File: config.mk
export PLATFORM = sky130hd
export DESIGN_NAME = door_safety_modes
export DESIGN_NICKNAME = d
export VERILOG_FILES = /design/src/shared/door_modes_pkg.sv /design/src/verilog/door_safety_modes.sv
export SDC_FILE = /design/constraint.sdc
export NUM_CORES = 1
export LEC_CHECK = 0
export BUFFER_PORTS_ARGS = -buffer_cell sky130_fd_sc_hd__buf_4
export CAP_MARGIN = 20
export CORE_ASPECT_RATIO = 0.5
export CORE_MARGIN = 8
export CORE_UTILIZATION = 50
export DETAILED_ROUTE_END_ITERATION = 7
export PLACE_DENSITY = 0.72
export SYNTH_ARGS = -nofsm -noshare
export SYNTH_HDL_FRONTEND = slang
export SYNTH_SLANG_ARGS = --single-unit
File: constraint.sdc
create_clock -name clock_i -period 2.79 [get_ports clock_i]
set_input_delay 0.279 -clock clock_i [delete_from_list [all_inputs] [get_ports clock_i]]
set_output_delay 0.279 -clock clock_i [all_outputs]
set_load 0.02 [all_outputs]
File: src/shared/door_modes_pkg.sv
// Purpose: Constants, register map and carrier types for the lift door safety mode block.
// Assumes: 25 MHz clock, APB with 32-bit data, one word per register.
// Notes: Settings are held as 8-bit values, 0 to 99.
// Functional notes
// [RULE1] Selector 00 disables low-energy close, opening obstacle and evacuation functions.
// [RULE2] Selector 01 enables those three functions according to their settings.
// [RULE3] Low-energy timer runs only while open, internal, curtains interrupted, close commanded.
// [RULE4] Nonzero setting and expired timer start a reduced-speed close.
// [RULE5] Setting 00 never starts a reduced-speed close.
// [RULE6] Setting 01 to 99 is the delay in seconds; default 30.
// [RULE7] Obstacle while closing, or opening with function active, gives immediate back-step.
// [RULE8] Aux status output configured as error asserts above temperature warning level.
// [RULE9] Finger-guard configuration makes the aux command input the finger-guard signal.
// [RULE10] Closing command removed at floor leads to skate-open parking after a delay.
// [RULE11] Main lift controller withdraws close at floor and reasserts it during travel.
// [RULE12] After the evacuation delay the clutch opens at reduced speed to skate plus offset.
// [RULE13] Low-energy timer clears whenever any enabling condition drops before expiry.
package door_modes_pkg;

  localparam logic [7:0] OFS_CODE_SEL = 8'h00;
  localparam logic [7:0] OFS_LE_TIMEOUT = 8'h04;
  localparam logic [7:0] OFS_OPEN_FORCE = 8'h08;
  localparam logic [7:0] OFS_EVAC_DELAY = 8'h0c;
  localparam logic [7:0] OFS_CONFIG = 8'h10;
  localparam logic [7:0] OFS_STATUS = 8'h14;
  localparam logic [7:0] OFS_IRQ_STATUS = 8'h18;
  localparam logic [7:0] OFS_IRQ_MASK = 8'h1c;

  localparam logic [1:0] CODE_SEL_OLD = 2'h0;
  localparam logic [1:0] CODE_SEL_NEW = 2'h1;

  localparam logic [7:0] RST_CODE_SEL = 8'h00;
  localparam logic [7:0] RST_LE_TIMEOUT = 8'd30;
  localparam logic [7:0] RST_OPEN_FORCE = 8'd90;
  localparam logic [7:0] RST_EVAC_DELAY = 8'd10;
  localparam logic [7:0] RST_CONFIG = 8'h00;
  localparam logic [7:0] SETTING_MAX = 8'd99;

  // Config register fields.
  localparam int CFG_REV_INTERNAL = 0;
  localparam int CFG_AUX_IS_ERROR = 1;
  localparam int CFG_FINGER_GUARD = 2;

  // Interrupt bits.
  localparam int IRQ_LE_CLOSE = 0;
  localparam int IRQ_BACK_STEP = 1;
  localparam int IRQ_OVERHEAT = 2;
  localparam int IRQ_EVAC = 3;
  localparam int IRQ_W = 4;

  localparam int CLK_HZ = 25_000_000;
  localparam int SECOND_CYCLES = CLK_HZ;

  typedef struct packed {
    logic door_open;
    logic curtain_broken;
    logic close_cmd;
    logic car_at_floor;
    logic obstacle;
    logic closing;
    logic opening;
    logic temp_warning;
    logic skate_reached;
  } door_in_t;

  typedef struct packed {
    logic reduced_close;
    logic back_step;
    logic clutch_open;
    logic reduced_speed;
    logic finger_guard;
    logic aux_status;
  } door_out_t;

endpackage

File: src/verilog/door_safety_modes.sv
// Purpose: Code-standard gated safety functions of a lift door drive with APB registers.
// Assumes: Inputs synchronous to clock_i; motion sequencing outside acts on the command outputs.
// Notes: A one-second prescaler feeds both delay counters.
//
// Our own choices: the APB interface to the registers and the register addresses.
`timescale 1ns/1ps
module door_safety_modes
  import door_modes_pkg::*;
#(
  parameter int SEC_CYCLES = SECOND_CYCLES
) (
  input wire logic clock_i,
  input wire logic arst_n_i,
  input wire logic clk_en_i,
  input wire logic psel_i,
  input wire logic penable_i,
  input wire logic pwrite_i,
  input wire logic [7:0] paddr_i,
  input wire logic [31:0] pwdata_i,
  output logic [31:0] prdata_o,
  output logic pready_o,
  output logic pslverr_o,
  input wire door_in_t door_i,
  input wire logic aux_command_input_i,
  output door_out_t door_o,
  output logic irq_o
);

  typedef enum logic [3:0] {
    EV_IDLE = 4'b0001,
    EV_WAIT = 4'b0010,
    EV_OPENING = 4'b0100,
    EV_PARKED = 4'b1000
  } evac_state_t;

  function automatic logic [7:0] clamp_setting(input logic [31:0] v);
    clamp_setting = (v > 32'(SETTING_MAX)) ? SETTING_MAX : v[7:0];
  endfunction

  logic [7:0] code_sel_q;
  logic [7:0] low_energy_close_timeout_q;
  logic [7:0] opening_obstacle_force_q;
  logic [7:0] evacuation_relax_delay_q;
  logic [7:0] config_q;
  logic [IRQ_W-1:0] irq_stat_q;
  logic [IRQ_W-1:0] irq_mask_q;
  logic [31:0] prdata_q;
  logic [31:0] presc_q;
  logic [7:0] le_sec_q;
  logic [7:0] ev_sec_q;
  logic le_close_q;
  logic back_step_q;
  logic aux_q;
  logic finger_q;
  logic prev_close_q;
  evac_state_t ev_state_q;
  evac_state_t ev_state_d;

  wire access = psel_i & penable_i;
  wire wr = access & pwrite_i & clk_en_i;
  // Read data is captured in the setup cycle so that it stands through the access phase.
  wire rd = psel_i & ~penable_i & ~pwrite_i & clk_en_i;
  wire addr_ok = (paddr_i[7:5] == 3'b000) & (paddr_i[1:0] == 2'b00);
  wire new_code = (code_sel_q[1:0] == CODE_SEL_NEW); // RULE2
  // Selector 00 forces all three newer functions off regardless of settings.
  wire le_enabled = new_code & (low_energy_close_timeout_q != 8'h00); // RULE1 RULE5
  wire open_obst_enabled = new_code & (opening_obstacle_force_q != 8'h00); // RULE1
  wire evac_enabled = new_code & (evacuation_relax_delay_q != 8'h00); // RULE1
  wire tick = (presc_q == 32'(SEC_CYCLES - 1));
  wire le_cond = door_i.door_open & config_q[CFG_REV_INTERNAL] & door_i.curtain_broken
                 & door_i.close_cmd; // RULE3
  wire le_expire = le_enabled & le_cond & tick & (le_sec_q == low_energy_close_timeout_q - 8'd1); // RULE6
  wire finger_sel = config_q[CFG_FINGER_GUARD] & aux_command_input_i; // RULE9
  wire obstacle_hit = door_i.obstacle | finger_sel;
  wire back_step_d = obstacle_hit & (door_i.closing | (door_i.opening & open_obst_enabled)); // RULE7
  wire aux_d = config_q[CFG_AUX_IS_ERROR] & door_i.temp_warning; // RULE8
  wire close_removed = prev_close_q & ~door_i.close_cmd;
  wire ev_expire = (ev_state_q == EV_WAIT) & tick & (ev_sec_q == evacuation_relax_delay_q - 8'd1);
  wire [IRQ_W-1:0] irq_ev;
  assign irq_ev[IRQ_LE_CLOSE] = le_expire;
  assign irq_ev[IRQ_BACK_STEP] = back_step_d & ~back_step_q;
  assign irq_ev[IRQ_OVERHEAT] = aux_d & ~aux_q;
  assign irq_ev[IRQ_EVAC] = ev_expire;

  wire [31:0] status_word = {26'h000_0000, ev_state_q == EV_PARKED, ev_state_q == EV_OPENING,
                             ev_state_q == EV_WAIT, aux_q, back_step_q, le_close_q};
  wire [31:0] rd_mux =
    (paddr_i == OFS_CODE_SEL) ? {24'h00_0000, code_sel_q} :
    (paddr_i == OFS_LE_TIMEOUT) ? {24'h00_0000, low_energy_close_timeout_q} :
    (paddr_i == OFS_OPEN_FORCE) ? {24'h00_0000, opening_obstacle_force_q} :
    (paddr_i == OFS_EVAC_DELAY) ? {24'h00_0000, evacuation_relax_delay_q} :
    (paddr_i == OFS_CONFIG) ? {24'h00_0000, config_q} :
    (paddr_i == OFS_STATUS) ? status_word :
    (paddr_i == OFS_IRQ_STATUS) ? {28'h000_0000, irq_stat_q} :
    (paddr_i == OFS_IRQ_MASK) ? {28'h000_0000, irq_mask_q} : 32'h0000_0000;

  assign pready_o = 1'b1;
  assign pslverr_o = access & ~addr_ok;
  assign prdata_o = prdata_q;
  assign irq_o = |(irq_stat_q & irq_mask_q);
  assign door_o.reduced_close = le_close_q; // RULE4
  assign door_o.back_step = back_step_q;
  assign door_o.clutch_open = (ev_state_q == EV_OPENING) | (ev_state_q == EV_PARKED);
  assign door_o.reduced_speed = le_close_q | (ev_state_q == EV_OPENING); // RULE12
  assign door_o.finger_guard = finger_q;
  assign door_o.aux_status = aux_q;

  always_ff @(posedge clock_i or negedge arst_n_i) begin
    if (!arst_n_i) begin
      code_sel_q <= RST_CODE_SEL;
      low_energy_close_timeout_q <= RST_LE_TIMEOUT;
      opening_obstacle_force_q <= RST_OPEN_FORCE;
      evacuation_relax_delay_q <= RST_EVAC_DELAY;
      config_q <= RST_CONFIG;
      irq_mask_q <= '0;
      prdata_q <= 32'h0000_0000;
    end else if (clk_en_i) begin
      if (wr && paddr_i == OFS_CODE_SEL) begin
        code_sel_q <= {6'h00, pwdata_i[1:0]};
      end
      if (wr && paddr_i == OFS_LE_TIMEOUT) begin
        low_energy_close_timeout_q <= clamp_setting(pwdata_i);
      end
      if (wr && paddr_i == OFS_OPEN_FORCE) begin
        opening_obstacle_force_q <= clamp_setting(pwdata_i);
      end
      if (wr && paddr_i == OFS_EVAC_DELAY) begin
        evacuation_relax_delay_q <= clamp_setting(pwdata_i);
      end
      if (wr && paddr_i == OFS_CONFIG) begin
        config_q <= {5'h00, pwdata_i[2:0]};
      end
      if (wr && paddr_i == OFS_IRQ_MASK) begin
        irq_mask_q <= pwdata_i[IRQ_W-1:0];
      end
      if (rd) begin
        prdata_q <= rd_mux;
      end
    end
  end

  // A new event in the clearing cycle keeps its bit set.
  always_ff @(posedge clock_i or negedge arst_n_i) begin
    if (!arst_n_i) begin
      irq_stat_q <= '0;
    end else if (clk_en_i) begin
      irq_stat_q <= (irq_stat_q & ~((wr && paddr_i == OFS_IRQ_STATUS) ? pwdata_i[IRQ_W-1:0] : '0)) | irq_ev;
    end
  end

  always_ff @(posedge clock_i or negedge arst_n_i) begin
    if (!arst_n_i) begin
      presc_q <= 32'h0000_0000;
    end else if (clk_en_i) begin
      presc_q <= tick ? 32'h0000_0000 : presc_q + 32'h0000_0001;
    end
  end

  // Low-energy close timer and latch.
  always_ff @(posedge clock_i or negedge arst_n_i) begin
    if (!arst_n_i) begin
      le_sec_q <= 8'h00;
      le_close_q <= 1'b0;
    end else if (clk_en_i) begin
      if (!(le_enabled && le_cond)) begin
        le_sec_q <= 8'h00; // RULE13
      end else if (tick && !le_close_q) begin
        le_sec_q <= le_sec_q + 8'h01; // RULE3
      end
      if (le_expire) begin
        le_close_q <= 1'b1; // RULE4
      end else if (!door_i.close_cmd || !le_enabled || door_i.obstacle) begin
        le_close_q <= 1'b0; // RULE5
      end
    end
  end

  always_ff @(posedge clock_i or negedge arst_n_i) begin
    if (!arst_n_i) begin
      back_step_q <= 1'b0;
      aux_q <= 1'b0;
      finger_q <= 1'b0;
      prev_close_q <= 1'b0;
    end else if (clk_en_i) begin
      back_step_q <= back_step_d; // RULE7
      aux_q <= aux_d; // RULE8
      finger_q <= finger_sel; // RULE9
      prev_close_q <= door_i.close_cmd;
    end
  end

  // Evacuation parking sequence; depends on the controller dropping close at floor.
  always_comb begin
    ev_state_d = ev_state_q;
    case (ev_state_q)
      EV_IDLE: begin
        if (evac_enabled && door_i.car_at_floor && close_removed) begin
          ev_state_d = EV_WAIT; // RULE10 RULE11
        end
      end
      EV_WAIT: begin
        if (door_i.close_cmd || !evac_enabled || !door_i.car_at_floor) begin
          ev_state_d = EV_IDLE;
        end else if (ev_expire) begin
          ev_state_d = EV_OPENING; // RULE12
        end
      end
      EV_OPENING: begin
        if (door_i.close_cmd || !evac_enabled) begin
          ev_state_d = EV_IDLE;
        end else if (door_i.skate_reached) begin
          ev_state_d = EV_PARKED; // RULE12
        end
      end
      EV_PARKED: begin
        if (door_i.close_cmd || !evac_enabled) begin
          ev_state_d = EV_IDLE;
        end
      end
      default: begin
        ev_state_d = EV_IDLE;
      end
    endcase
  end

  always_ff @(posedge clock_i or negedge arst_n_i) begin
    if (!arst_n_i) begin
      ev_state_q <= EV_IDLE;
      ev_sec_q <= 8'h00;
    end else if (clk_en_i) begin
      ev_state_q <= ev_state_d;
      if (ev_state_q != EV_WAIT) begin
        ev_sec_q <= 8'h00;
      end else if (tick) begin
        ev_sec_q <= ev_sec_q + 8'h01; // RULE10
      end
    end
  end

endmodule // door_safety_modes

==> qor.txt <==
LEAKAGE -> 3.09 nW
total power draw -> 3.31 mW
Worst Setup SP -> evacuation_relax_delay_q[0]
Clock Latency Late Sink -> 350 ps
max-cap check violation count -> 0
antenna violations before repair -> 0
sequential area share after synthesis -> 42.4%
data arrival time of the critical path -> 2790 ps
io pins -> 97
layout cells sized above 1 -> 18.5%
Die ar. -> 16100 sq um
Worst Path Max Fanout -> 8
final period utilization -> 91.5%
vias in the first global route -> 5013
Synth area leader -> dfrtp_1
TritonRoute pass-1 iters -> 5
Post-Syn Instances -> 666
startpoint class of the critical path -> register
GRT Total Usage -> 20.3%
clk_skew -> 7.15 ps
routed wire length -> 16200 um
initial drt markers -> 477
pin count of the biggest net entering global routing -> 59
Area Growth Syn to Fin -> 15.5%
worst path required time -> 3020 ps
status -> complete, no violations
Max Buffers Root-to-Sink -> 2
GRT met2 Usage -> 31.9%
Final ANT Viol Nets -> 0
Core Rows -> 28
Core Region -> 11800 sq um
Final nets -> 792
post-detail-place hpwl -> 12100 um
Final Cell Area -> 6980 sq um
number of synthesized flops with an enable pin -> 0
Cell Pwr Density -> 473 nW/um^2
HP Start -> door_i[1]
largest cells by area after synthesis -> dfrtp_1 (38%), dfstp_2 (4.8%), xor2_1 (4.1%), buf_4 (3.7%), o21ai_0 (3.6%)
post-synthesis register bit count -> 102
Most Used Layer, Global Route -> met2
CTS Buf Count -> 9
n_diodes -> 0
Synth top area share -> 37.7%
clk sinks -> 102
CTS tree -> yes
Worst Hold Class -> in -> reg
global route total overflow -> 0
Vias -> 5383
Post-DP Area -> 6670 sq um
measured slew at the worst slew-check pin -> 756 ps
Relative slew margins -> 48.9%
DR WL/cell -> 18.0 um
worst r2r src -> evacuation_relax_delay_q[0]
Synth cell types -> 72
Top FF cell, synth -> dfrtp_1
Synth warnings -> 0
Post-Syn Area -> 6050 sq um
VDD IR-drop max -> 0.262 mV
H-tree depth reported by CTS -> 3
die width -> 172 um
met1 usage -> 26.6%
Die H -> 93.8 um
Routability Congestion -> 0.932
R2R setup slack -> 240 ps
fmax -> 0.392 GHz
postcts setup bufs -> 0
max-slew violation count -> 0
Fin. Hold Viols -> 0
# DRC -> 0
Final Critical Period -> 2550 ps
unrepaired setup endpoints after global routing -> false
setup TNS -> 0 ps
average size of a mapped cell -> 9.08 sq um
nature of the critical path endpoint -> register
CTS clk-pin slew, worst paths -> 70 ps
Avg Vias per Cell -> 5.97
Initial Utilization -> 51.2%
met3 GRT Util -> 6.21%
first-pass GRT wire length -> 25900 um
kind of critical path -> reg -> reg
CTS root buf -> clkbuf_16
IO Port Bufs -> 71
Final setup viols -> 0
fraction of registers with async set/reset -> 100%
layout make-up:
class,count,area [sq um]
clock buffer,13,260
inverter,24,90.1
clock inverter,3,42.5
fill,1044,4820
multi-input combinational,508,3160
sequential,102,2570
timing repair buffer,86,661
tap,165,206
sequential cells by signal (all words and copies together), names as in the netlist:
| name | count |
|---|---|
| presc_q | 32 |
| ev_sec_q | 8 |
| evacuation_relax_delay_q | 8 |
| le_sec_q | 8 |
| low_energy_close_timeout_q | 8 |
| opening_obstacle_force_q | 8 |
| prdata_o | 8 |
| ev_state_q | 4 |
| irq_mask_q | 4 |
| irq_stat_q | 4 |
| config_q | 3 |
| code_sel_q | 2 |
| aux_q | 1 |
| back_step_q | 1 |
| finger_q | 1 |
| le_close_q | 1 |
| prev_close_q | 1 |
worst max-delay path: stages (launching register included):
cell,delay (ps)
dfrtp_1,450
inv_1,90
ha_1,230
or4b_1,540
o21ai_2,250
o41ai_2,170
a2111o_1,420
o31a_1,290
power breakdown:
part           internal, mW  total (mW)  switching, mW
clock                 0.745        1.30          0.555
sequential             1.54        1.62         0.0794
combinational         0.160       0.383          0.223
total                  2.45        3.31          0.857
metal layers:
layer	wire length, um	up-vias
met5	0	-
met4	301	0
met3	1680	29
met2	7290	251
met1	6920	2594
li1	-	2509
through the flow:
stage / util [%] / setup WS (ps) / cells / hold slack (ps)
6_report: 59.1 / 236 / 901 / 176
3_5_place_dp: 56.5 / 276 / 884 / 334
5_1_grt: 59.1 / 96.6 / 901 / 188
2_1_floorplan: - / 451 / 689 / -16.6
4_1_cts: 59.1 / 267 / 901 / 176
3_3_place_gp: 56.5 / 337 / 884 / 330
cell families after synthesis:
family,share of synthesized area [%]
simple gates,25.4
flops,42.4
other cells,0.124
mux,3.21
fa+ha+maj,1.03
xor+xnor,7.10
buf+inv,6.87
compound gates,13.8
repair_timing:
item	4_1_cts	5_1_grt
hold endpoints to repair	43	0
resized for setup	0	0
hold buffers	1	0
layout by cell type (no fill, tap or decap), types with 9 or more instances in the layout:
cell and count:
dfrtp_1 91, buf_4 84, nand2_1 54, nor2_1 51, o21ai_0 43, nand3_1 42
xor2_1 28, nor4_1 28, conb_1 25, inv_1 23, nand4_1 23, a21oi_1 21
xnor2_1 21, nor3_1 16, and3_1 15, a31oi_1 12, mux2_2 11, dfstp_2 11
nor4b_1 9, clkbuf_16 9
cells in the mapped netlist (4+ instances only):
master     n
nor4b_1    9
nand3_1   42
and3_1    15
mux2_2    11
nand4_1   23
a31oi_1   12
o21ai_0   43
dfrtp_1   91
nor4_1    29
mux2i_1    7
or3_1      6
ha_1       5
a21oi_1   21
nor3_1    16
xor2_1    28
a22o_1     5
nand3b_1   4
nor2_1    51
buf_2      4
a22oi_1    7
and2_1     8
buf_4     30
a21o_1     5
nand2_1   54
clkbuf_1  19
dfstp_2   11
nor2b_1    6
xnor2_1   21
inv_1     23
path summary, 6_finish.rpt:
kind | end | cells past startpoint
min in group asynchronous | presc_q[26] | 2
worst min register to register | irq_stat_q[1] | 1
max in group asynchronous | opening_obstacle_force_q[1] | 3
worst max-delay path | ev_state_q[1] | 7
worst min-delay path | aux_q | 3
worst max register to register | ev_state_q[1] | 7
Power figures use the tool's default switching activity.
